**src/fast_clock_cal_pkg.sv**
```systemverilog
// constants, register map and carrier types of the fast-clock ratio calibration block
// assumes a 100 MHz system clock and an external register access agent that issues one-cycle strobes
package fast_clock_cal_pkg;

  // system clock and fast oscillator model
  localparam longint CLK_SYS_HZ     = 100_000_000;
  localparam longint FAST_NOM_HZ    = 32_000_000;
  localparam longint SLOW_NOM_HZ    = 32_000;
  localparam longint TRIM_STEP_HZ   = 109_000;
  localparam int     NCO_W          = 24;
  localparam logic [NCO_W-1:0] NCO_NOM_INC =
    NCO_W'((FAST_NOM_HZ << NCO_W) / CLK_SYS_HZ);
  localparam logic [NCO_W-1:0] NCO_STEP_INC =
    NCO_W'((TRIM_STEP_HZ << NCO_W) / CLK_SYS_HZ);

  // register offsets
  localparam logic [6:0] ADDR_RATIO_RESULT   = 7'h0A;
  localparam logic [6:0] ADDR_FAST_TRIM      = 7'h4D;
  localparam logic [6:0] ADDR_CAL_CONTROL    = 7'h50;
  localparam logic [6:0] ADDR_BUFFER_ACCESS  = 7'h5F;

  // field positions and widths
  localparam int RATIO_W            = 12;
  localparam int TRIM_W             = 8;
  localparam int MEASURE_ENABLE_BIT = 5;
  localparam int BUFFER_ACCESS_BIT  = 0;

  // values after reset and nominal figures
  localparam logic [RATIO_W-1:0] RATIO_RESET   = 12'h000;
  localparam logic [RATIO_W-1:0] RATIO_NOMINAL = 12'h7D0;
  localparam logic [TRIM_W-1:0]  TRIM_RESET    = 8'h00;
  localparam int                 RATIO_SLOW_PERIODS = 2;

  // fine timing of the led pulse train, in fast-clock cycles
  localparam longint LED_WIDTH_NS   = 3_000;
  localparam longint LED_PERIOD_NS  = 19_000;
  localparam int     LED_WIDTH_CYC  = int'((LED_WIDTH_NS * FAST_NOM_HZ) / 1_000_000_000);
  localparam int     LED_PERIOD_CYC = int'((LED_PERIOD_NS * FAST_NOM_HZ) / 1_000_000_000);
  localparam int     LED_CNT_W      = 10;

  typedef struct packed {
    logic        wr;
    logic        rd;
    logic [6:0]  addr;
    logic [15:0] wdata;
  } reg_req_t;

  typedef enum logic [1:0] {
    RATIO_IDLE,
    RATIO_WAIT_EDGE,
    RATIO_COUNT,
    RATIO_DONE
  } ratio_state_t;

endpackage

```
**src/fast_clock_cal.sv**
```systemverilog
// fast-clock ratio measurement, trim register and fine led timing of the sensing front end
// assumes slow_osc_in is the free-running 32 kHz time base, asynchronous to clk_sys
//
// Behaviour
// [RULE1] led pulse width and spacing are counted in trimmed fast-clock cycles
// [RULE2] host calibrates the slow time base before the fast one
// [RULE3] host sets buffer access enable before calibrating
// [RULE4] setting measure enable starts the ratio measurement
// [RULE5] ratio counts fast cycles across two slow-clock periods
// [RULE6] count appears in bits 11:0 of the read-only ratio register
// [RULE7] tuned oscillators give the nominal count 0x7D0
// [RULE8] host computes frequency error from the ratio against 2000
// [RULE9] host writes trim to bits 7:0; device shifts fast frequency accordingly
// [RULE10] host clears enable after trimming; clearing resets the ratio function
// [RULE11] host repeats enable, compute, trim, clear until accurate enough
// [RULE12] host clears buffer access enable and restores interrupt pin afterwards
// [RULE13] slow clock paces sampling; fast clock paces fine processing timing
// [RULE14] ratio holds last count while enabled; each enable rise remeasures
`timescale 1ns/1ps
`default_nettype none
module fast_clock_cal #(
  parameter int LED_PULSES = 1
) (
  // clock and reset
  input  wire logic                           clk_sys,
  input  wire logic                           reset,
  // register access behind the serial interface
  input  wire fast_clock_cal_pkg::reg_req_t   reg_req,
  output logic [15:0]                         reg_rdata_ff,
  output logic                                reg_rvalid_ff,
  // slow oscillator
  input  wire logic                           slow_osc_in,
  // timing outputs
  output logic                                sample_tick_ff,
  output logic                                led_drive_ff
);

  ////////////////////////////////////////////////////////////////////////////
  // slow clock synchroniser and edge detect

  logic slow_sync1_ff;
  logic slow_sync2_ff;
  logic slow_prev_ff;
  logic slow_rise;

  always_ff @(posedge clk_sys) begin
    if (reset) begin
      slow_sync1_ff <= 1'b0;
      slow_sync2_ff <= 1'b0;
      slow_prev_ff  <= 1'b0;
    end else begin
      slow_sync1_ff <= slow_osc_in;
      slow_sync2_ff <= slow_sync1_ff;
      slow_prev_ff  <= slow_sync2_ff;
    end
  end

  assign slow_rise = slow_sync2_ff & ~slow_prev_ff;

  ////////////////////////////////////////////////////////////////////////////
  // registers

  logic [fast_clock_cal_pkg::TRIM_W-1:0]  fast_osc_trim_value_ff;
  logic                                   fast_osc_measure_enable_ff;
  logic                                   buffer_access_enable_ff;
  logic [fast_clock_cal_pkg::RATIO_W-1:0] ratio_result_ff;
  logic [fast_clock_cal_pkg::TRIM_W-1:0]  nxt_trim;
  logic                                   nxt_measure_enable;
  logic                                   nxt_buffer_access;
  logic [15:0]                            nxt_rdata;
  logic                                   nxt_rvalid;

  always_comb begin
    nxt_trim           = fast_osc_trim_value_ff;
    nxt_measure_enable = fast_osc_measure_enable_ff;
    nxt_buffer_access  = buffer_access_enable_ff;
    nxt_rdata          = reg_rdata_ff;
    nxt_rvalid         = reg_req.rd;
    if (reg_req.wr) begin
      unique case (reg_req.addr)
        fast_clock_cal_pkg::ADDR_FAST_TRIM: begin
          nxt_trim = reg_req.wdata[fast_clock_cal_pkg::TRIM_W-1:0]; // [RULE9]
        end
        fast_clock_cal_pkg::ADDR_CAL_CONTROL: begin
          nxt_measure_enable = reg_req.wdata[fast_clock_cal_pkg::MEASURE_ENABLE_BIT]; // [RULE4]
        end
        fast_clock_cal_pkg::ADDR_BUFFER_ACCESS: begin
          nxt_buffer_access = reg_req.wdata[fast_clock_cal_pkg::BUFFER_ACCESS_BIT];
        end
        default: begin
          // writes elsewhere, including the read-only ratio, are dropped
        end
      endcase
    end
    if (reg_req.rd) begin
      unique case (reg_req.addr)
        fast_clock_cal_pkg::ADDR_RATIO_RESULT: begin
          nxt_rdata = {4'h0, ratio_result_ff}; // [RULE6]
        end
        fast_clock_cal_pkg::ADDR_FAST_TRIM: begin
          nxt_rdata = {8'h00, fast_osc_trim_value_ff};
        end
        fast_clock_cal_pkg::ADDR_CAL_CONTROL: begin
          nxt_rdata = 16'(fast_osc_measure_enable_ff) << fast_clock_cal_pkg::MEASURE_ENABLE_BIT;
        end
        fast_clock_cal_pkg::ADDR_BUFFER_ACCESS: begin
          nxt_rdata = 16'(buffer_access_enable_ff) << fast_clock_cal_pkg::BUFFER_ACCESS_BIT;
        end
        default: begin
          nxt_rdata = 16'h0000;
        end
      endcase
    end
  end

  always_ff @(posedge clk_sys) begin
    if (reset) begin
      fast_osc_trim_value_ff     <= fast_clock_cal_pkg::TRIM_RESET;
      fast_osc_measure_enable_ff <= 1'b0;
      buffer_access_enable_ff    <= 1'b0;
      reg_rdata_ff               <= 16'h0000;
      reg_rvalid_ff              <= 1'b0;
    end else begin
      fast_osc_trim_value_ff     <= nxt_trim;
      fast_osc_measure_enable_ff <= nxt_measure_enable;
      buffer_access_enable_ff    <= nxt_buffer_access;
      reg_rdata_ff               <= nxt_rdata;
      reg_rvalid_ff              <= nxt_rvalid;
    end
  end

  ////////////////////////////////////////////////////////////////////////////
  // trimmed fast oscillator

  logic fast_tick;

  fast_osc_nco #(
    .NCO_BITS     (fast_clock_cal_pkg::NCO_W)
  ) u_fast_osc (
    .clk_sys      (clk_sys),
    .reset        (reset),
    .trim         (fast_osc_trim_value_ff),
    .fast_tick_ff (fast_tick)
  );

  ////////////////////////////////////////////////////////////////////////////
  // ratio measurement

  fast_clock_cal_pkg::ratio_state_t       ratio_state_ff;
  fast_clock_cal_pkg::ratio_state_t       nxt_ratio_state;
  logic [fast_clock_cal_pkg::RATIO_W-1:0] ratio_count_ff;
  logic [fast_clock_cal_pkg::RATIO_W-1:0] nxt_ratio_count;
  logic [fast_clock_cal_pkg::RATIO_W-1:0] nxt_ratio_result;
  logic [1:0]                             slow_periods_ff;
  logic [1:0]                             nxt_slow_periods;

  always_comb begin
    nxt_ratio_state  = ratio_state_ff;
    nxt_ratio_count  = ratio_count_ff;
    nxt_ratio_result = ratio_result_ff;
    nxt_slow_periods = slow_periods_ff;
    unique case (ratio_state_ff)
      fast_clock_cal_pkg::RATIO_IDLE: begin
        if (fast_osc_measure_enable_ff) begin
          nxt_ratio_state = fast_clock_cal_pkg::RATIO_WAIT_EDGE; // [RULE4] [RULE14]
        end
      end
      fast_clock_cal_pkg::RATIO_WAIT_EDGE: begin
        nxt_ratio_count  = '0;
        nxt_slow_periods = '0;
        if (slow_rise) begin
          nxt_ratio_state = fast_clock_cal_pkg::RATIO_COUNT;
        end
      end
      fast_clock_cal_pkg::RATIO_COUNT: begin
        // saturate rather than wrap so a badly slow time base reads as full scale
        if (fast_tick && ratio_count_ff != '1) begin
          nxt_ratio_count = ratio_count_ff + 1'b1; // [RULE5]
        end
        if (slow_rise) begin
          nxt_slow_periods = slow_periods_ff + 1'b1;
          if (slow_periods_ff == 2'(fast_clock_cal_pkg::RATIO_SLOW_PERIODS - 1)) begin
            nxt_ratio_result = nxt_ratio_count; // [RULE5] [RULE6] [RULE7]
            nxt_ratio_state  = fast_clock_cal_pkg::RATIO_DONE;
          end
        end
      end
      fast_clock_cal_pkg::RATIO_DONE: begin
        // result stays put until enable is cleared and set again
      end
    endcase
    if (!fast_osc_measure_enable_ff) begin
      nxt_ratio_state  = fast_clock_cal_pkg::RATIO_IDLE; // [RULE10]
      nxt_ratio_count  = '0;
      nxt_slow_periods = '0;
    end
  end

  always_ff @(posedge clk_sys) begin
    if (reset) begin
      ratio_state_ff  <= fast_clock_cal_pkg::RATIO_IDLE;
      ratio_count_ff  <= fast_clock_cal_pkg::RATIO_RESET;
      ratio_result_ff <= fast_clock_cal_pkg::RATIO_RESET;
      slow_periods_ff <= 2'h0;
    end else begin
      ratio_state_ff  <= nxt_ratio_state;
      ratio_count_ff  <= nxt_ratio_count;
      ratio_result_ff <= nxt_ratio_result;
      slow_periods_ff <= nxt_slow_periods;
    end
  end

  ////////////////////////////////////////////////////////////////////////////
  // sample pacing and led pulse train

  logic [fast_clock_cal_pkg::LED_CNT_W-1:0] led_cnt_ff;
  logic [fast_clock_cal_pkg::LED_CNT_W-1:0] nxt_led_cnt;
  logic [7:0]                               pulses_left_ff;
  logic [7:0]                               nxt_pulses_left;
  logic                                     nxt_led_drive;

  always_comb begin
    nxt_led_cnt     = led_cnt_ff;
    nxt_pulses_left = pulses_left_ff;
    if (slow_rise) begin
      // each rising slow edge opens a sample; the burst inside it runs on fast cycles
      nxt_pulses_left = 8'(LED_PULSES); // [RULE13]
      nxt_led_cnt     = '0;
    end else if (fast_tick && pulses_left_ff != 8'h00) begin
      if (led_cnt_ff == fast_clock_cal_pkg::LED_CNT_W'(fast_clock_cal_pkg::LED_PERIOD_CYC - 1)) begin
        nxt_led_cnt     = '0;
        nxt_pulses_left = pulses_left_ff - 1'b1;
      end else begin
        nxt_led_cnt = led_cnt_ff + 1'b1; // [RULE1]
      end
    end
    nxt_led_drive = (nxt_pulses_left != 8'h00)
                  && (nxt_led_cnt < fast_clock_cal_pkg::LED_CNT_W'(fast_clock_cal_pkg::LED_WIDTH_CYC)); // [RULE1]
  end

  always_ff @(posedge clk_sys) begin
    if (reset) begin
      led_cnt_ff     <= '0;
      pulses_left_ff <= 8'h00;
      led_drive_ff   <= 1'b0;
      sample_tick_ff <= 1'b0;
    end else begin
      led_cnt_ff     <= nxt_led_cnt;
      pulses_left_ff <= nxt_pulses_left;
      led_drive_ff   <= nxt_led_drive;
      sample_tick_ff <= slow_rise; // [RULE13]
    end
  end

endmodule
`default_nettype wire

```
**src/fast_osc_nco.sv**
```systemverilog
// trimmable model of the internal fast oscillator: a phase accumulator on clk_sys
// assumes clk_sys well above the fast frequency so one tick per cycle at most
`timescale 1ns/1ps
`default_nettype none
module fast_osc_nco #(
  parameter int NCO_BITS = fast_clock_cal_pkg::NCO_W
) (
  // clock and reset
  input  wire logic                 clk_sys,
  input  wire logic                 reset,
  // trim, two's complement steps
  input  wire logic [7:0]           trim,
  // one-cycle pulse per fast-clock cycle
  output logic                      fast_tick_ff
);

  logic [NCO_BITS-1:0] acc_ff;
  logic [NCO_BITS-1:0] nxt_acc;
  logic                nxt_fast_tick;
  logic [NCO_BITS-1:0] inc;
  logic [NCO_BITS:0]   sum;

  always_comb begin
    // each trim step moves the fast frequency by one step size
    inc           = NCO_BITS'(fast_clock_cal_pkg::NCO_NOM_INC
                    + NCO_BITS'($signed(trim)) * fast_clock_cal_pkg::NCO_STEP_INC); // [RULE9]
    sum           = {1'b0, acc_ff} + {1'b0, inc};
    nxt_acc       = sum[NCO_BITS-1:0];
    nxt_fast_tick = sum[NCO_BITS];
  end

  always_ff @(posedge clk_sys) begin
    if (reset) begin
      acc_ff       <= '0;
      fast_tick_ff <= 1'b0;
    end else begin
      acc_ff       <= nxt_acc;
      fast_tick_ff <= nxt_fast_tick;
    end
  end

endmodule
`default_nettype wire

```
**config.mk**
```make
export PLATFORM = sky130hd
export DESIGN_NAME = fast_clock_cal
export DESIGN_NICKNAME = d
export VERILOG_FILES = /design/src/fast_clock_cal_pkg.sv /design/src/fast_clock_cal.sv /design/src/fast_osc_nco.sv
export SDC_FILE = /design/constraint.sdc
export NUM_CORES = 1
export LEC_CHECK = 0
export BUFFER_PORTS_ARGS = -buffer_cell sky130_fd_sc_hd__buf_2
export CAP_MARGIN = 20
export CORE_MARGIN = 2
export CORE_UTILIZATION = 45
export CTS_CLUSTER_SIZE = 8
export DETAILED_ROUTE_END_ITERATION = 6
export GPL_ROUTABILITY_DRIVEN = 0
export PLACE_DENSITY = 0.61
export SYNTH_ARGS = -nofsm -noshare
export SYNTH_HDL_FRONTEND = slang
export SYNTH_HIERARCHICAL = 1
export SYNTH_SLANG_ARGS = --single-unit
export TNS_END_PERCENT = 30
```
**constraint.sdc**
```tcl
create_clock -name clk_sys -period 7.3 [get_ports clk_sys]
set_clock_uncertainty 0.15 [all_clocks]
set_input_delay 1.095 -clock clk_sys [delete_from_list [all_inputs] [get_ports clk_sys]]
set_output_delay 1.095 -clock clk_sys [all_outputs]
set_load 0.05 [all_outputs]
```
* After elaboration in Yosys (flattened, before gate mapping) *
Cells that the tools add are included.

operators by class
  add/sub/neg operators = 6
  $mul = 1
  $lt $le $gt $ge = 1
  eq/ne operators = 12
  mux-type cells = 15
  bitwise logic cells = 3
  reductions and logical operators = 15

operators by type and width
  operator                  number
  $pmux W12 S4              1
  $mux W10                  3
  $add A24 B24 Y25          1
  $add A23 B24 Y24 const A  1
  $mul A8 B16 Y24 const B   1
  $mux W8                   3
  $pmux W12 S2              1
  $eq A7 B7 Y1 const B      3
  $reduce_bool A8 Y1        2
  $add A12 B1 Y12 const B   1
  $mux W12                  1
  $ne A12 B12 Y1 const B    1
  $add A10 B1 Y10 const B   1
  $eq A10 B10 Y1 const B    1
  $lt A10 B7 Y1 const B     1
  $mux W2                   4
  $reduce_and A2 Y1         4
  $sub A8 B1 Y8 const B     1
  $eq A7 B4 Y1 const B      1
  $ne A2 B2 Y1 const B      3
  $pmux W2 S3               1
  $eq A2 B1 Y1 const B      2
  $pmux W2 S2               1
  $reduce_and A4 Y1         1
  10 further kinds          13

storage, ports and cells
  register bits = 103
  input port bits = 28
  word-level logic and storage cells = 71

* Depth between registers and ports, before layout *
  word-level depth = 6
  gate-level depth with buffers = 25
  depth with buffers taken out = 25

* Modules after synthesis *
The synthesis kept the hierarchy.

by module, submodules not included
  module          instances  cells each  area an instance (µm²)  sequential area each (µm²)
  fast_osc_nco    1          508         4500.6                  500.5
  fast_clock_cal  1          453         3692.3                  1481.4

* Worst setup path after synthesis *
No wires, ideal clock.

  path kind = reg2reg
  start point = reg fast_osc_trim_value_ff[0] (netlist bit)
  end point = reg u_fast_osc.acc_ff[22]
  library setup time = 0.121 ns
  arrival time = 5.916 ns
  required time = 7.029 ns
  slack = 1.114 ns
  cell stages (with the launch flop) = 22
  buffers on the path = 0
  path through = dfxtp_1 ha_1 inv_1 fa_1 inv_1 fa_1 fa_1 fa_1 ha_1 a2111oi_4 a211oi_2 a2111oi_2 nor2_1 xor2_1 ha_1 a21o_1 a21o_1 a21o_1 a221o_1 a21o_1 a21oi_2 mux2_2

on the way
  word-level cells in the longest chain between the ends = 3

ends and longest elaborated chain
  item                      line                   RTL
  start: declaration        fast_clock_cal.sv:63   logic [fast_clock_cal_pkg::TRIM_W-1:0] fast_osc_trim_value_ff;
  start signal: assignment  fast_clock_cal.sv:118  fast_osc_trim_value_ff <= fast_clock_cal_pkg::TRIM_RESET;
  start signal: assignment  fast_clock_cal.sv:124  fast_osc_trim_value_ff <= nxt_trim;
  $mul A8 B16 Y24           fast_osc_nco.sv:26     + NCO_BITS'($signed(trim)) * fast_clock_cal_pkg::NCO_STEP_INC);
  $add A23 B24 Y24          fast_osc_nco.sv:26
  $add A24 B24 Y25          fast_osc_nco.sv:27     sum = {1'b0, acc_ff} + {1'b0, inc};
  end signal: assignment    fast_osc_nco.sv:37     acc_ff <= nxt_acc;
  end: declaration          fast_osc_nco.sv:17     logic [NCO_BITS-1:0] acc_ff;

Every way passes these cells.
A chain may end at the register's enable or synchronous reset.

* Worst setup path in the final report *
  start point = reg fast_osc_trim_value_ff[3] (netlist bit)
  end point = reg u_fast_osc.acc_ff[23]

Same word-level chain as after synthesis.

==> flow_metrics.tcl <==
set metrics [dict create \
    fin_tns_setup_ns 0 \
    viasPerCell 5.44 \
    grt_usage_pct 18.9 \
    core-area_um2 17900 \
    final.period_utilization_pct 93.0 \
    power.density_nw_per_um2 160 \
    required_ns 7.40 \
    crit_path_max_fanout 9 \
    fp.dieW_um 139 \
    worstReg2RegStart "fast_osc_trim_value_ff[3]" \
    cts.sinks 99 \
    vias 6588 \
    fin_total_pwr_uw 1420 \
    tightest_slew_ns 0.814 \
    ios 47 \
    ys_types 69 \
    wire_per_inst_um 14.7 \
    cts_tree "yes" \
    critPathKind "register to register" \
    avgSynthCellArea_um2 8.53 \
    clk_pin_slew_ns 0.08 \
    drive_above_1_share_pct 8.34 \
    synth_area_um2 8190 \
    final_common_cell "ha_1" \
    start_util_pct 45.8 \
    hold_path_depth 1 \
    placed_area_um2 8530 \
    ys_ff_latch 99 \
    period_needed_ns 6.79 \
    grt_overflow 0 \
    status "complete, no violations" \
    firstDrtPassIters 5 \
    dpl.cell_count 1196 \
    die_area_um2 19300 \
    postLayoutCoreUtil_pct 49.3 \
    worstSetupStartpointType "register" \
    synth_edf_count 0 \
    nets 1157 \
    rows 49 \
    synthCells 961 \
    hp-class "register to register" \
    drc 0 \
    cts_made_buffers 9 \
    async_reset_ff_share_pct 0 \
    maxSlewHeadroom_pct 45.3 \
    postRouteAntennaNets 0 \
    hold_end "slow_sync2_ff" \
    htreeDepth 3 \
    ir_worst_vdd_mv 0.0985 \
    worstPathArrival_ns 6.89 \
    holdCritStartpoint "slow_sync1_ff" \
    rr_worst_depth 20 \
    die_h_um 139 \
    fin_cells 1212 \
    reg2reg_to "u_fast_osc/acc_ff[23]" \
    yosysTopAreaCell "dfxtp_1" \
    first_iter_violations 393 \
    clock.fmax_mhz 147 \
    setup_viol 0 \
    diodes 0 \
    grt_pass1_wl_um 30400 \
    yosysWarnings 6 \
    yosys_most_used_dff "dfxtp_1" \
    finalHoldViolations 0 \
    mostFrequentLayoutCells "ha_1 (118), dfxtp_1 (98), a21oi_1 (95), inv_1 (82), nor2_1 (73)" \
    cap_violations 0 \
    antenna_found_initial 0 \
    cts_hold_buffers 0 \
    r2r_setup_slack_ns 0.51 \
    rsz0062_at_grt "false" \
    place_hpwl_um 13500 \
    wl_um 17800 \
    netlist.area_leader.share_pct 24.2 \
    worstSetupEndpointType "register" \
    leakagePower_uw 0.00398 \
    worst_skew_pair.late_latency_ns 0.36 \
    grt_max_degree 63 \
    grt_pass1_vias 6226 \
    ys_seq_area_share_pct 24.2 \
    syn_to_final_growth_pct 7.74 \
    synth.top_cells.by_area "dfxtp_1 (24%), ha_1 (18%), fa_1 (8.1%)" \
    clockRootBuffer "clkbuf_16" \
    maxSlewViolCount 0 \
    portBuffers 34 \
    fin_area_um2 8830 \
    cts_buffer_depth 2 \
]
## per-layer routing
layer | vias up | GRT usage [%] | wire (um)
met5 | - | 0 | 0
met4 | 0 | 4.31 | 174
met3 | 16 | 2.76 | 515
met2 | 95 | 28.8 | 7730
met1 | 3077 | 28.2 | 9360
li1 | 3400 | - | -
## through the flow
stage                     hold slack (ns)  setup WS [ns]
after global routing                0.314         0.0253
after floorplan                     0.256           1.11
after CTS                           0.284          0.453
final                               0.290          0.513
after detailed placement            0.270          0.483
after global placement              0.268          0.533
## kinds of logic (layout without fill, tap and decap cells)
| logic type | after synthesis | count (layout) | synth area share [%] |
|---|---|---|---|
| simple gates | 283 | 283 | 17.3 |
| mux | 9 | 9 | 1.16 |
| compound gates | 240 | 240 | 19.1 |
| fa+ha+maj | 151 | 151 | 26.1 |
| flops | 99 | 99 | 24.2 |
| other cells | 1 | 4 | 0.0458 |
| xor+xnor | 59 | 59 | 6.31 |
| buf+inv | 119 | 138 | 5.86 |
## how the worst max path moves through the flow
stage                              start                    end  cells after the start
6_report       fast_osc_trim_value_ff[3]  u_fast_osc/acc_ff[23]                     20
5_1_grt        fast_osc_trim_value_ff[3]  u_fast_osc/acc_ff[23]                     20
4_1_cts        fast_osc_trim_value_ff[1]  u_fast_osc/acc_ff[23]                     24
3_5_place_dp   fast_osc_trim_value_ff[1]  u_fast_osc/acc_ff[23]                     24
3_3_place_gp   fast_osc_trim_value_ff[3]  u_fast_osc/acc_ff[23]                     20
2_1_floorplan  fast_osc_trim_value_ff[0]  u_fast_osc/acc_ff[22]                     21
## flip-flops by register name (all words and copies together) (netlist names)
register,cells
u_fast_osc/acc_ff,24
ratio_count_ff,12
ratio_result_ff,12
reg_rdata_ff,12
led_cnt_ff,10
fast_osc_trim_value_ff,8
pulses_left_ff,8
ratio_state_ff,2
slow_periods_ff,2
buffer_access_enable_ff,1
fast_osc_measure_enable_ff,1
led_drive_ff,1
reg_rvalid_ff,1
sample_tick_ff,1
slow_prev_ff,1
slow_sync1_ff,1
slow_sync2_ff,1
u_fast_osc/fast_tick_ff,1
## cells in the mapped netlist (6+ instances only)
library cell,count
a211oi_1,11
a21o_1,24
a21oi_1,95
a22o_1,7
a31oi_1,9
and3_1,10
buf_4,8
clkbuf_1,25
dfxtp_1,99
fa_1,33
ha_1,118
inv_1,82
nand2_1,61
nand2b_1,14
nand3_1,42
nand4_1,11
nor2_1,73
nor2b_1,21
nor3_1,17
o211ai_1,6
o21a_1,9
o21ai_0,38
o21bai_1,9
xnor2_1,30
xor2_1,29
## power by group
group / internal, uW / switching (uW)
Combinational: 146 / 196
Sequential: 574 / 13.5
Clock: 247 / 238
## repair_timing
action                     CTS  global route
buffers inserted             0             0
setup endpoints to repair    0             1
gates resized for setup      0             1
## area by class of cell
cell class                 instances  area (um^2)
inverter                          82          308
sequential                        99         1980
multi-input combinational        746         5740
tap                              229          287
clock inverter                     6         53.8
fill                            1755         9070
clock buffer                      10          239
timing repair buffer              40          215
## worst max-delay path, cell delays in order, from the launching register on
cell and delay [ns]:
dfxtp_1 0.62, fa_1 0.58, ha_1 0.33, ha_1 0.31, fa_1 0.48, ha_1 0.30, ha_1 0.34, a31oi_1 0.28
o21bai_1 0.09, a21oi_1 0.29, o21ai_0 0.24, a21oi_1 0.25, o21ai_0 0.15, xor2_1 0.16, ha_1 0.44, and3_1 0.31
nand4_1 0.14, a211oi_1 0.33, o21ai_0 0.25, o211ai_1 0.27, mux2_2 0.35
(Power assumes the default switching activity.)
